==> config.mk <==
export PLATFORM = sky130hd
export DESIGN_NAME = sdra_top
export DESIGN_NICKNAME = d
export VERILOG_FILES = /design/src/hdl/sdra_top.v
export VERILOG_INCLUDE_DIRS = /design/src /design/src/hdl
export SDC_FILE = /design/constraint.sdc
export NUM_CORES = 1
export LEC_CHECK = 0
export BUFFER_PORTS_ARGS = -buffer_cell sky130_fd_sc_hd__clkbuf_2
export CORE_MARGIN = 2
export CORE_UTILIZATION = 25
export CTS_CLUSTER_DIAMETER = 80
export DETAILED_ROUTE_END_ITERATION = 10
export GPL_TIMING_DRIVEN = 1
export PLACE_DENSITY = 0.42
export RECOVER_POWER = 25
export REMOVE_ABC_BUFFERS = 1
export SLEW_MARGIN = 5
export SYNTH_ARGS = -nofsm -noshare
export SYNTH_HDL_FRONTEND = slang
export SYNTH_SLANG_ARGS = --single-unit
==> constraint.sdc <==
create_clock -name sys_clk_i -period 2.84 [get_ports sys_clk_i]
set_clock_uncertainty 0.15 [all_clocks]
set_input_delay 0.142 -clock sys_clk_i [delete_from_list [all_inputs] [get_ports sys_clk_i]]
set_output_delay 0.142 -clock sys_clk_i [all_outputs]
set_load 0.03 [all_outputs]
==> src/hdl/sdra_map.vh <==
// Constants for the scan debug register access block
`ifndef SDRA_MAP_VH
`define SDRA_MAP_VH
`define SDRA_CMD_W 10
`define SDRA_CMD_RW_BIT 9
`define SDRA_CMD_GO_BIT 8
`define SDRA_CMD_EXIT_BIT 7
`define SDRA_RSEL_MSB 6
`define SDRA_RSEL_W 7
`define SDRA_RSEL_BYPASS 7'h11
`define SDRA_RSEL_CTRL 7'h12
`define SDRA_RSEL_EVSTAT 7'h30
`define SDRA_RSEL_DBGCTL0 7'h31
`define SDRA_RSEL_SCAN 7'h10
`define SDRA_DATA_W 32
`define SDRA_EDE_BIT 31
`define SDRA_DBGCTL0_RST 32'h00000000
`define SDRA_EVSTAT_RST 32'h00000000
`define SDRA_CTRL_W 32
`define SDRA_CTRL_HALT_BIT 0
`define SDRA_CTRL_WAKE_BIT 2
`define SDRA_CTRL_BRK_BIT 1
`define SDRA_STAT_FIXED 10'h001
`define SDRA_STAT_CLK_BIT 9
`define SDRA_STAT_HALT_BIT 3
`define SDRA_TAP_RESET 16'h0001
`define SDRA_TAP_IDLE 16'h0002
`define SDRA_TAP_SEL_DR 16'h0004
`define SDRA_TAP_CAP_DR 16'h0008
`define SDRA_TAP_SH_DR 16'h0010
`define SDRA_TAP_EX1_DR 16'h0020
`define SDRA_TAP_PA_DR 16'h0040
`define SDRA_TAP_EX2_DR 16'h0080
`define SDRA_TAP_UPD_DR 16'h0100
`define SDRA_TAP_SEL_IR 16'h0200
`define SDRA_TAP_CAP_IR 16'h0400
`define SDRA_TAP_SH_IR 16'h0800
`define SDRA_TAP_EX1_IR 16'h1000
`define SDRA_TAP_PA_IR 16'h2000
`define SDRA_TAP_EX2_IR 16'h4000
`define SDRA_TAP_UPD_IR 16'h8000
`endif

==> src/hdl/sdra_top.v <==
// Scan debug register access logic behind the test access port
//
// Overview of operation
// - Write command with flag clear stores next data scan into selected register.
// - Read flag set shifts selected register out on tdo during data scan.
// - Ten-bit command, top bit read flag; 0x031 writes debug control zero.
// - Read of bypass target accepted with no register side effects.
// - All scans move least significant bit first on tdi and tdo.
// - Event status and scan chain blocked until external debug enable holds one.
// - Port reset and power-on reset clear enable; processor reset keeps it.
// - Other control zero bits clear on processor or power-on reset.
// - Enable is bit 0 msb-first, bit 31 here; 0x80000000 sets it.
// - First control zero write only changes enable; others need enable set.
// - Core status latched into status register at the tck rise in Capture-IR.
// - Ten-bit status shifts out on tdo during Shift-IR with command in.
// - Halt request bit set forces core into halted debug mode.
// - Wake request bit set keeps core clock running.
// - Status flags show halted state and core clock activity.
// - Breakpoint recognition bit enables software breakpoint recognition.
// - Writing ones to event status clears the matching flags.
// - Core state chain scanned and updated after halt before exit or step.
// - Select 0x31 addresses control zero; 0x11 addresses bypass.
// - Exit request leaves debug mode on entering Update-DR.
// - Writes to read-only registers ignored.
`timescale 1ns/1ps
`default_nettype none
`include "sdra_map.vh"
module sdra_top (
    // Clock and resets
    input wire sys_clk_i,
    input wire rstn_i,
    input wire port_rstn_i,
    input wire cpu_rstn_i,
    // Test access port pins
    input wire tck_i,
    input wire tms_i,
    input wire tdi_i,
    output reg tdo_o,
    output reg tdo_oe_o,
    // Core side
    input wire core_halted_i,
    input wire core_clk_active_i,
    input wire [`SDRA_DATA_W-1:0] event_set_i,
    output reg halt_req_o,
    output reg wake_req_o,
    output reg brk_enable_o,
    output reg exit_req_o,
    output reg scan_update_o,
    output reg ext_debug_o
);
    // Pin sync: three stages, change counted when stages two and three agree
    reg [2:0] tck_s_q, tms_s_q, tdi_s_q;
    reg tck_v_q, tms_v_q, tdi_v_q;
    always @(posedge sys_clk_i or negedge rstn_i) begin
        if (!rstn_i) begin
            tck_s_q <= 3'h0;
            tms_s_q <= 3'h0;
            tdi_s_q <= 3'h0;
            tck_v_q <= 1'b0;
            tms_v_q <= 1'b1;
            tdi_v_q <= 1'b0;
        end else begin
            tck_s_q <= {tck_s_q[1:0], tck_i};
            tms_s_q <= {tms_s_q[1:0], tms_i};
            tdi_s_q <= {tdi_s_q[1:0], tdi_i};
            if (tck_s_q[1] == tck_s_q[2]) begin
                tck_v_q <= tck_s_q[2];
            end
            if (tms_s_q[1] == tms_s_q[2]) begin
                tms_v_q <= tms_s_q[2];
            end
            if (tdi_s_q[1] == tdi_s_q[2]) begin
                tdi_v_q <= tdi_s_q[2];
            end
        end
    end
    wire rise = tck_s_q[1] & tck_s_q[2] & ~tck_v_q;
    wire fall = ~tck_s_q[1] & ~tck_s_q[2] & tck_v_q;

    // TAP state machine, one-hot
    localparam [15:0] ST_RESET = `SDRA_TAP_RESET;
    localparam [15:0] ST_IDLE = `SDRA_TAP_IDLE;
    localparam [15:0] ST_SEL_DR = `SDRA_TAP_SEL_DR;
    localparam [15:0] ST_CAP_DR = `SDRA_TAP_CAP_DR;
    localparam [15:0] ST_SH_DR = `SDRA_TAP_SH_DR;
    localparam [15:0] ST_EX1_DR = `SDRA_TAP_EX1_DR;
    localparam [15:0] ST_PA_DR = `SDRA_TAP_PA_DR;
    localparam [15:0] ST_EX2_DR = `SDRA_TAP_EX2_DR;
    localparam [15:0] ST_UPD_DR = `SDRA_TAP_UPD_DR;
    localparam [15:0] ST_SEL_IR = `SDRA_TAP_SEL_IR;
    localparam [15:0] ST_CAP_IR = `SDRA_TAP_CAP_IR;
    localparam [15:0] ST_SH_IR = `SDRA_TAP_SH_IR;
    localparam [15:0] ST_EX1_IR = `SDRA_TAP_EX1_IR;
    localparam [15:0] ST_PA_IR = `SDRA_TAP_PA_IR;
    localparam [15:0] ST_EX2_IR = `SDRA_TAP_EX2_IR;
    localparam [15:0] ST_UPD_IR = `SDRA_TAP_UPD_IR;
    reg [15:0] tap_q, tap_d;
    always @* begin
        case (tap_q)
            ST_RESET:
                tap_d = tms_v_q ? ST_RESET : ST_IDLE;
            ST_IDLE:
                tap_d = tms_v_q ? ST_SEL_DR : ST_IDLE;
            ST_SEL_DR:
                tap_d = tms_v_q ? ST_SEL_IR : ST_CAP_DR;
            ST_CAP_DR:
                tap_d = tms_v_q ? ST_EX1_DR : ST_SH_DR;
            ST_SH_DR:
                tap_d = tms_v_q ? ST_EX1_DR : ST_SH_DR;
            ST_EX1_DR:
                tap_d = tms_v_q ? ST_UPD_DR : ST_PA_DR;
            ST_PA_DR:
                tap_d = tms_v_q ? ST_EX2_DR : ST_PA_DR;
            ST_EX2_DR:
                tap_d = tms_v_q ? ST_UPD_DR : ST_SH_DR;
            ST_UPD_DR:
                tap_d = tms_v_q ? ST_SEL_DR : ST_IDLE;
            ST_SEL_IR:
                tap_d = tms_v_q ? ST_RESET : ST_CAP_IR;
            ST_CAP_IR:
                tap_d = tms_v_q ? ST_EX1_IR : ST_SH_IR;
            ST_SH_IR:
                tap_d = tms_v_q ? ST_EX1_IR : ST_SH_IR;
            ST_EX1_IR:
                tap_d = tms_v_q ? ST_UPD_IR : ST_PA_IR;
            ST_PA_IR:
                tap_d = tms_v_q ? ST_EX2_IR : ST_PA_IR;
            ST_EX2_IR:
                tap_d = tms_v_q ? ST_UPD_IR : ST_SH_IR;
            ST_UPD_IR:
                tap_d = tms_v_q ? ST_SEL_DR : ST_IDLE;
            default:
                tap_d = ST_RESET;
        endcase
    end

    reg [`SDRA_CMD_W-1:0] ir_sh_q, cmd_q;
    reg [`SDRA_DATA_W-1:0] dr_sh_q, evst_q, ctrl_q;
    // Enable bit and the rest live in separate reset domains
    reg ede_q;
    reg [`SDRA_EDE_BIT-1:0] ctl0_lo_q;
    localparam [`SDRA_DATA_W-1:0] CTL0_RST = `SDRA_DBGCTL0_RST;
    wire [`SDRA_DATA_W-1:0] ctl0_q = {ede_q, ctl0_lo_q};
    wire [`SDRA_RSEL_W-1:0] rsel = cmd_q[`SDRA_RSEL_MSB:0];
    // top bit is the read flag
    wire cmd_rd = cmd_q[`SDRA_CMD_RW_BIT];
    wire ede = ede_q;
    wire open_ok = ede || rsel == `SDRA_RSEL_DBGCTL0 ||
        rsel == `SDRA_RSEL_CTRL || rsel == `SDRA_RSEL_BYPASS;
    reg [`SDRA_DATA_W-1:0] rd_val;
    always @* begin
        case (rsel)
            `SDRA_RSEL_DBGCTL0: rd_val = ctl0_q;
            `SDRA_RSEL_EVSTAT: rd_val = ede ? evst_q : `SDRA_EVSTAT_RST;
            `SDRA_RSEL_CTRL: rd_val = ctrl_q;
            default: rd_val = `SDRA_EVSTAT_RST;
        endcase
    end
    wire [`SDRA_CMD_W-1:0] stat_now = `SDRA_STAT_FIXED |
        ({{(`SDRA_CMD_W-1){1'b0}}, core_clk_active_i} << `SDRA_STAT_CLK_BIT) |
        ({{(`SDRA_CMD_W-1){1'b0}}, core_halted_i} << `SDRA_STAT_HALT_BIT);
    wire upd_dr = rise && tap_q == ST_EX1_DR && tms_v_q ||
        rise && tap_q == ST_EX2_DR && tms_v_q;
    wire wr_go = upd_dr && !cmd_rd && open_ok;

    // Shift paths and command register on tck rising edges
    always @(posedge sys_clk_i or negedge rstn_i) begin
        if (!rstn_i) begin
            tap_q <= ST_RESET;
            ir_sh_q <= {`SDRA_CMD_W{1'b0}};
            dr_sh_q <= {`SDRA_DATA_W{1'b0}};
            cmd_q <= {1'b1, 2'h0, `SDRA_RSEL_BYPASS};
        end else if (rise) begin
            tap_q <= tap_d;
            case (tap_q)
                ST_CAP_IR: ir_sh_q <= stat_now;
                ST_SH_IR: ir_sh_q <= {tdi_v_q, ir_sh_q[`SDRA_CMD_W-1:1]};
                ST_CAP_DR: dr_sh_q <= (cmd_rd && open_ok) ? rd_val :
                    {`SDRA_DATA_W{1'b0}};
                ST_SH_DR: dr_sh_q <= {tdi_v_q, dr_sh_q[`SDRA_DATA_W-1:1]};
                default: ir_sh_q <= ir_sh_q;
            endcase
            if (tap_d == ST_UPD_IR) begin
                cmd_q <= ir_sh_q;
            end
        end
    end

    always @(posedge sys_clk_i or negedge rstn_i) begin
        if (!rstn_i) begin
            ede_q <= CTL0_RST[`SDRA_EDE_BIT];
        end else if (!port_rstn_i) begin
            ede_q <= CTL0_RST[`SDRA_EDE_BIT];
        end else if (wr_go && rsel == `SDRA_RSEL_DBGCTL0) begin
            ede_q <= dr_sh_q[`SDRA_EDE_BIT];
        end
    end
    always @(posedge sys_clk_i or negedge rstn_i) begin
        if (!rstn_i) begin
            ctl0_lo_q <= CTL0_RST[`SDRA_EDE_BIT-1:0];
        end else if (!cpu_rstn_i) begin
            ctl0_lo_q <= CTL0_RST[`SDRA_EDE_BIT-1:0];
        end else if (wr_go && rsel == `SDRA_RSEL_DBGCTL0 && ede) begin
            ctl0_lo_q <= dr_sh_q[`SDRA_EDE_BIT-1:0];
        end
    end
    reg [`SDRA_DATA_W-1:0] evst_d;
    always @* begin
        evst_d = evst_q | event_set_i;
        // A new event in the clearing cycle must not be lost
        if (wr_go && rsel == `SDRA_RSEL_EVSTAT) begin
            evst_d = (evst_q & ~dr_sh_q) | event_set_i;
        end
    end
    always @(posedge sys_clk_i or negedge rstn_i) begin
        if (!rstn_i) begin
            evst_q <= `SDRA_EVSTAT_RST;
        end else begin
            evst_q <= evst_d;
        end
    end
    // Control register survives processor reset so halt works in reset
    always @(posedge sys_clk_i or negedge rstn_i) begin
        if (!rstn_i) begin
            ctrl_q <= {`SDRA_CTRL_W{1'b0}};
        end else if (!port_rstn_i) begin
            ctrl_q <= {`SDRA_CTRL_W{1'b0}};
        end else if (wr_go && rsel == `SDRA_RSEL_CTRL) begin
            ctrl_q <= dr_sh_q;
        end
    end

    // Next tdo from the scan register in use; low outside shifts
    reg tdo_d, tdo_oe_d;
    always @* begin
        tdo_d = 1'b0;
        tdo_oe_d = 1'b0;
        case (tap_q)
            ST_SH_IR: begin
                tdo_d = ir_sh_q[0];
                tdo_oe_d = 1'b1;
            end
            ST_SH_DR: begin
                tdo_d = dr_sh_q[0];
                tdo_oe_d = 1'b1;
            end
            default: begin
                tdo_d = 1'b0;
                tdo_oe_d = 1'b0;
            end
        endcase
    end

    // Outputs on every system clock; tdo and its enable on falling tck
    // Tdo moves on the fall so the tool sees it settled at the rise
    always @(posedge sys_clk_i or negedge rstn_i) begin
        if (!rstn_i) begin
            tdo_o <= 1'b0;
            tdo_oe_o <= 1'b0;
            halt_req_o <= 1'b0;
            wake_req_o <= 1'b0;
            brk_enable_o <= 1'b0;
            exit_req_o <= 1'b0;
            scan_update_o <= 1'b0;
            ext_debug_o <= 1'b0;
        end else begin
            if (fall) begin
                tdo_oe_o <= tdo_oe_d;
                tdo_o <= tdo_d;
            end
            halt_req_o <= ctrl_q[`SDRA_CTRL_HALT_BIT];
            wake_req_o <= ctrl_q[`SDRA_CTRL_WAKE_BIT];
            brk_enable_o <= ctrl_q[`SDRA_CTRL_BRK_BIT];
            ext_debug_o <= ede;
            // exit on Update-DR, bypass or scan chain only
            exit_req_o <= upd_dr && cmd_q[`SDRA_CMD_GO_BIT] &&
                cmd_q[`SDRA_CMD_EXIT_BIT] && (rsel == `SDRA_RSEL_BYPASS ||
                rsel == `SDRA_RSEL_SCAN);
            scan_update_o <= wr_go && rsel == `SDRA_RSEL_SCAN;
        end
    end
    // no write path exists for the status register
endmodule // sdra_top
`default_nettype wire

==> flow_summary.json <==
{
  "yosys.area.top_type": "dfrtp_1",
  "netlist.area_leader.share": 0.525,
  "power.leakage_nw": 4.36,
  "io_pins": 49,
  "crit_required_ns": 3.01,
  "slowest_stage": "or4_4",
  "fin_nets": 969,
  "fin_util": 0.316,
  "numClockSinks": 184,
  "synthAdderAreaFrac": 0.00528,
  "initial_core_util": 0.254,
  "finalCritPeriodShare": 0.942,
  "p_per_area_nw_per_um2": 564,
  "synth_compound_area_frac": 0.186,
  "antenna_found_initial": 0,
  "dieArea_um2": 35600,
  "grt_use_total": 0.137,
  "final.fill_count": 3516,
  "synth_warnings": 0,
  "hold_viol": 0,
  "slowest_delay_ns": 0.61,
  "hpwl_mm": 14.1,
  "ant_nets": 0,
  "port_buffers": 48,
  "fin_hold_ws_ns": 0.204,
  "syn_inst": 837,
  "syn_area_um2": 8530,
  "n_antenna_cell": 0,
  "grt_pass1_vias": 6589,
  "clkTransAtPathRegs_ns": 0.07,
  "drive_gt1_frac": 0.178,
  "synth-edff-count": 0,
  "yosys.area_share.xor_xnor": 0.00925,
  "cap_violations": 0,
  "wire_per_inst_um": 17.3,
  "firstDrtPassIters": 6,
  "slew_viol_final": 0,
  "drc_errors": 0,
  "grt_setup_unrepaired": "false",
  "num_rows": 67,
  "clk_path_buf_depth": 2,
  "critPathBufInv": 1,
  "tightest_slew_ns": 1.47,
  "end_kind": "flip-flop",
  "dieHeight_um": 189,
  "ys_seq_elements": 184,
  "cts.htree.levels": 4,
  "path_class": "reg -> reg",
  "ys_types": 53,
  "area_growth_pct": 24.3,
  "cts_buffers": 17,
  "worstPathArrival_ns": 2.84,
  "yosys.area_share.simple": 0.165,
  "gr-total-overflow": 0,
  "status": "finished clean",
  "cts_tree": "built",
  "coreArea_um2": 33500,
  "crit_top_cell": "or4_4",
  "insertion_delay_ns": 0.44,
  "synth_top_family_by_area": "compound AO/OA/AOI/OAI gates",
  "die_w_um": 189,
  "ir_drop_mv": 0.416,
  "cp_cell_sequence": "or4_4 > or4_4 > nor4b_4 > buf_12 > mux2_2",
  "syn_area_per_cell_um2": 10.2,
  "cp_top_family": "simple AND/OR/NAND/NOR gates",
  "cts_root_buf": "clkbuf_16",
  "drt_first_iter_violations": 317,
  "yosysSeqAreaShare": 0.541,
  "grt_start_max_net_pins": 65,
  "grt_pass1_wl_mm": 38.3,
  "synth_mux_area_frac": 0.0493,
  "crit_fanout": 14,
  "hold_path_class": "reg -> reg",
  "clock.fmax_ghz": 0.374,
  "wirelength_mm": 24.0,
  "critPathLaunchType": "flip-flop",
  "vias_per_cell": 4.68,
  "async_reset_ff_frac": 1.00,
  "multiInputGateArea_um2": 3590,
  "relSlewSlack": 0.0171,
  "gp_congestion": 0.759,
  "fin_crit_ns": 2.67,
  "vias": 6492,
  "regArea_um2": 4610,
  "ys.flop_type": "dfrtp_1",
  "synth.area.top_cells": "dfrtp_1 53%, a22oi_1 5.1%, nand2_1 5.0%",
  "setup_violations": 0
}
## synthesized netlist by cell type, drive strengths merged, types with 5 or more instances
cell type and n:
or4 9, nor4 11, o2bb2ai 31, a22oi 58, a21o 34, nand3 35
nand4 5, nor2b 32, a21oi 29, nor2 51, mux2i 33, a31oi 7
dfrtp 179, dfstp 5, clkbuf 55, o21ai 60, mux2 7, nand2 114
buf 18, inv 8, xor2 6, o41ai 6, nor3 7
## repair_timing
item                                    in CTS  in global routing
endpoints found under the hold margin      142                  0
endpoints found under the setup margin       0                 28
hold buffers                                38                  0
setup buffers                                0                  1
resized for setup                            0                  6
## state kept, by name, indices dropped and copies added, names as in the netlist, 3 cells and up
register,count
ctrl_q,32
dr_sh_q,32
evst_q,32
ctl0_lo_q,31
tap_q,16
cmd_q,10
ir_sh_q,10
tck_s_q,3
tdi_s_q,3
tms_s_q,3
## final cells by class
cell class                      instances  area share
Timing Repair Buffer                  143       0.116
Inverter                                8     0.00283
Tap cell                              448      0.0529
Clock inverter                         15      0.0149
Multi-Input combinational cell        572       0.339
Clock buffer                           17      0.0401
Sequential cell                       184       0.435
## per-stage QoR
stage               TNS (ns)  instances  power, mW  worst slack (ns)  instance area (um^2)
floorplan            -208.93        764       3.23             -3.21                  8180
global placement           0       1313       3.58            0.0687                  9540
detailed placement         0       1313       3.59            0.0463                  9540
CTS                        0       1383       6.08            0.0401                 10500
global route               0       1387       6.29            0.0523                 10600
finish                     0       1387       5.98             0.165                 10600
## path summary, 6_finish.rpt
| check | endpoint | slack [ns] | cells past startpoint | startpoint |
|---|---|---|---|---|
| setup / recovery | cmd_q[3] | 0.17 | 5 | tap_q[9] |
| hold / removal | tms_s_q[1] | 0.20 | 0 | tms_s_q[0] |
| setup reg to reg | cmd_q[3] | 0.17 | 5 | tap_q[9] |
| hold reg to reg | tms_s_q[1] | 0.20 | 0 | tms_s_q[0] |
| max in group asynchronous | cmd_q[0] | 0.96 | 3 | rstn_i |
| min in group asynchronous | tms_s_q[1] | 0.46 | 2 | rstn_i |
## logic make-up (layout without fill, tap and decap cells)
| kind of cell | Yosys count | after routing |
|---|---|---|
| XOR/XNOR | 9 | 9 |
| AND/OR/NAND/NOR | 285 | 285 |
| adder cells (fa/ha/maj) | 4 | 4 |
| buffers and inverters | 81 | 183 |
| flip-flops | 184 | 184 |
| multiplexers | 40 | 40 |
| AO/OA/AOI/OAI | 234 | 234 |
## placed cells by master, fill, tap and decap left out, types with 32 or more instances in the layout
| cell type | netlist | layout |
|---|---|---|
| a22oi_1 | 58 | 58 |
| buf_4 | 0 | 43 |
| mux2i_1 | 33 | 33 |
| nor2b_1 | 32 | 32 |
| dfrtp_1 | 179 | 179 |
| o21ai_0 | 60 | 60 |
| clkbuf_2 | 0 | 48 |
| dlygate4sd3_1 | 0 | 38 |
| nand2_1 | 114 | 114 |
| nor2_1 | 51 | 51 |
| nand3_1 | 35 | 35 |
| a21o_1 | 33 | 33 |
## routing by layer
layer	wire, um	share of wire	track usage	vias up
met5	0	0	0	-
met4	197	0.0082	0.0322	0
met3	464	0.019	0.0227	12
met2	10900	0.46	0.215	74
met1	12400	0.52	0.198	3234
li1	-	-	-	3172
## report_power, final
group	total (mW)	internal (mW)	switching [mW]	leakage, nW
sequential	2.88	2.73	0.142	2.35
clock	2.41	1.25	1.17	0.279
combinational	0.687	0.323	0.365	1.73
(Power assumes the default switching activity.)
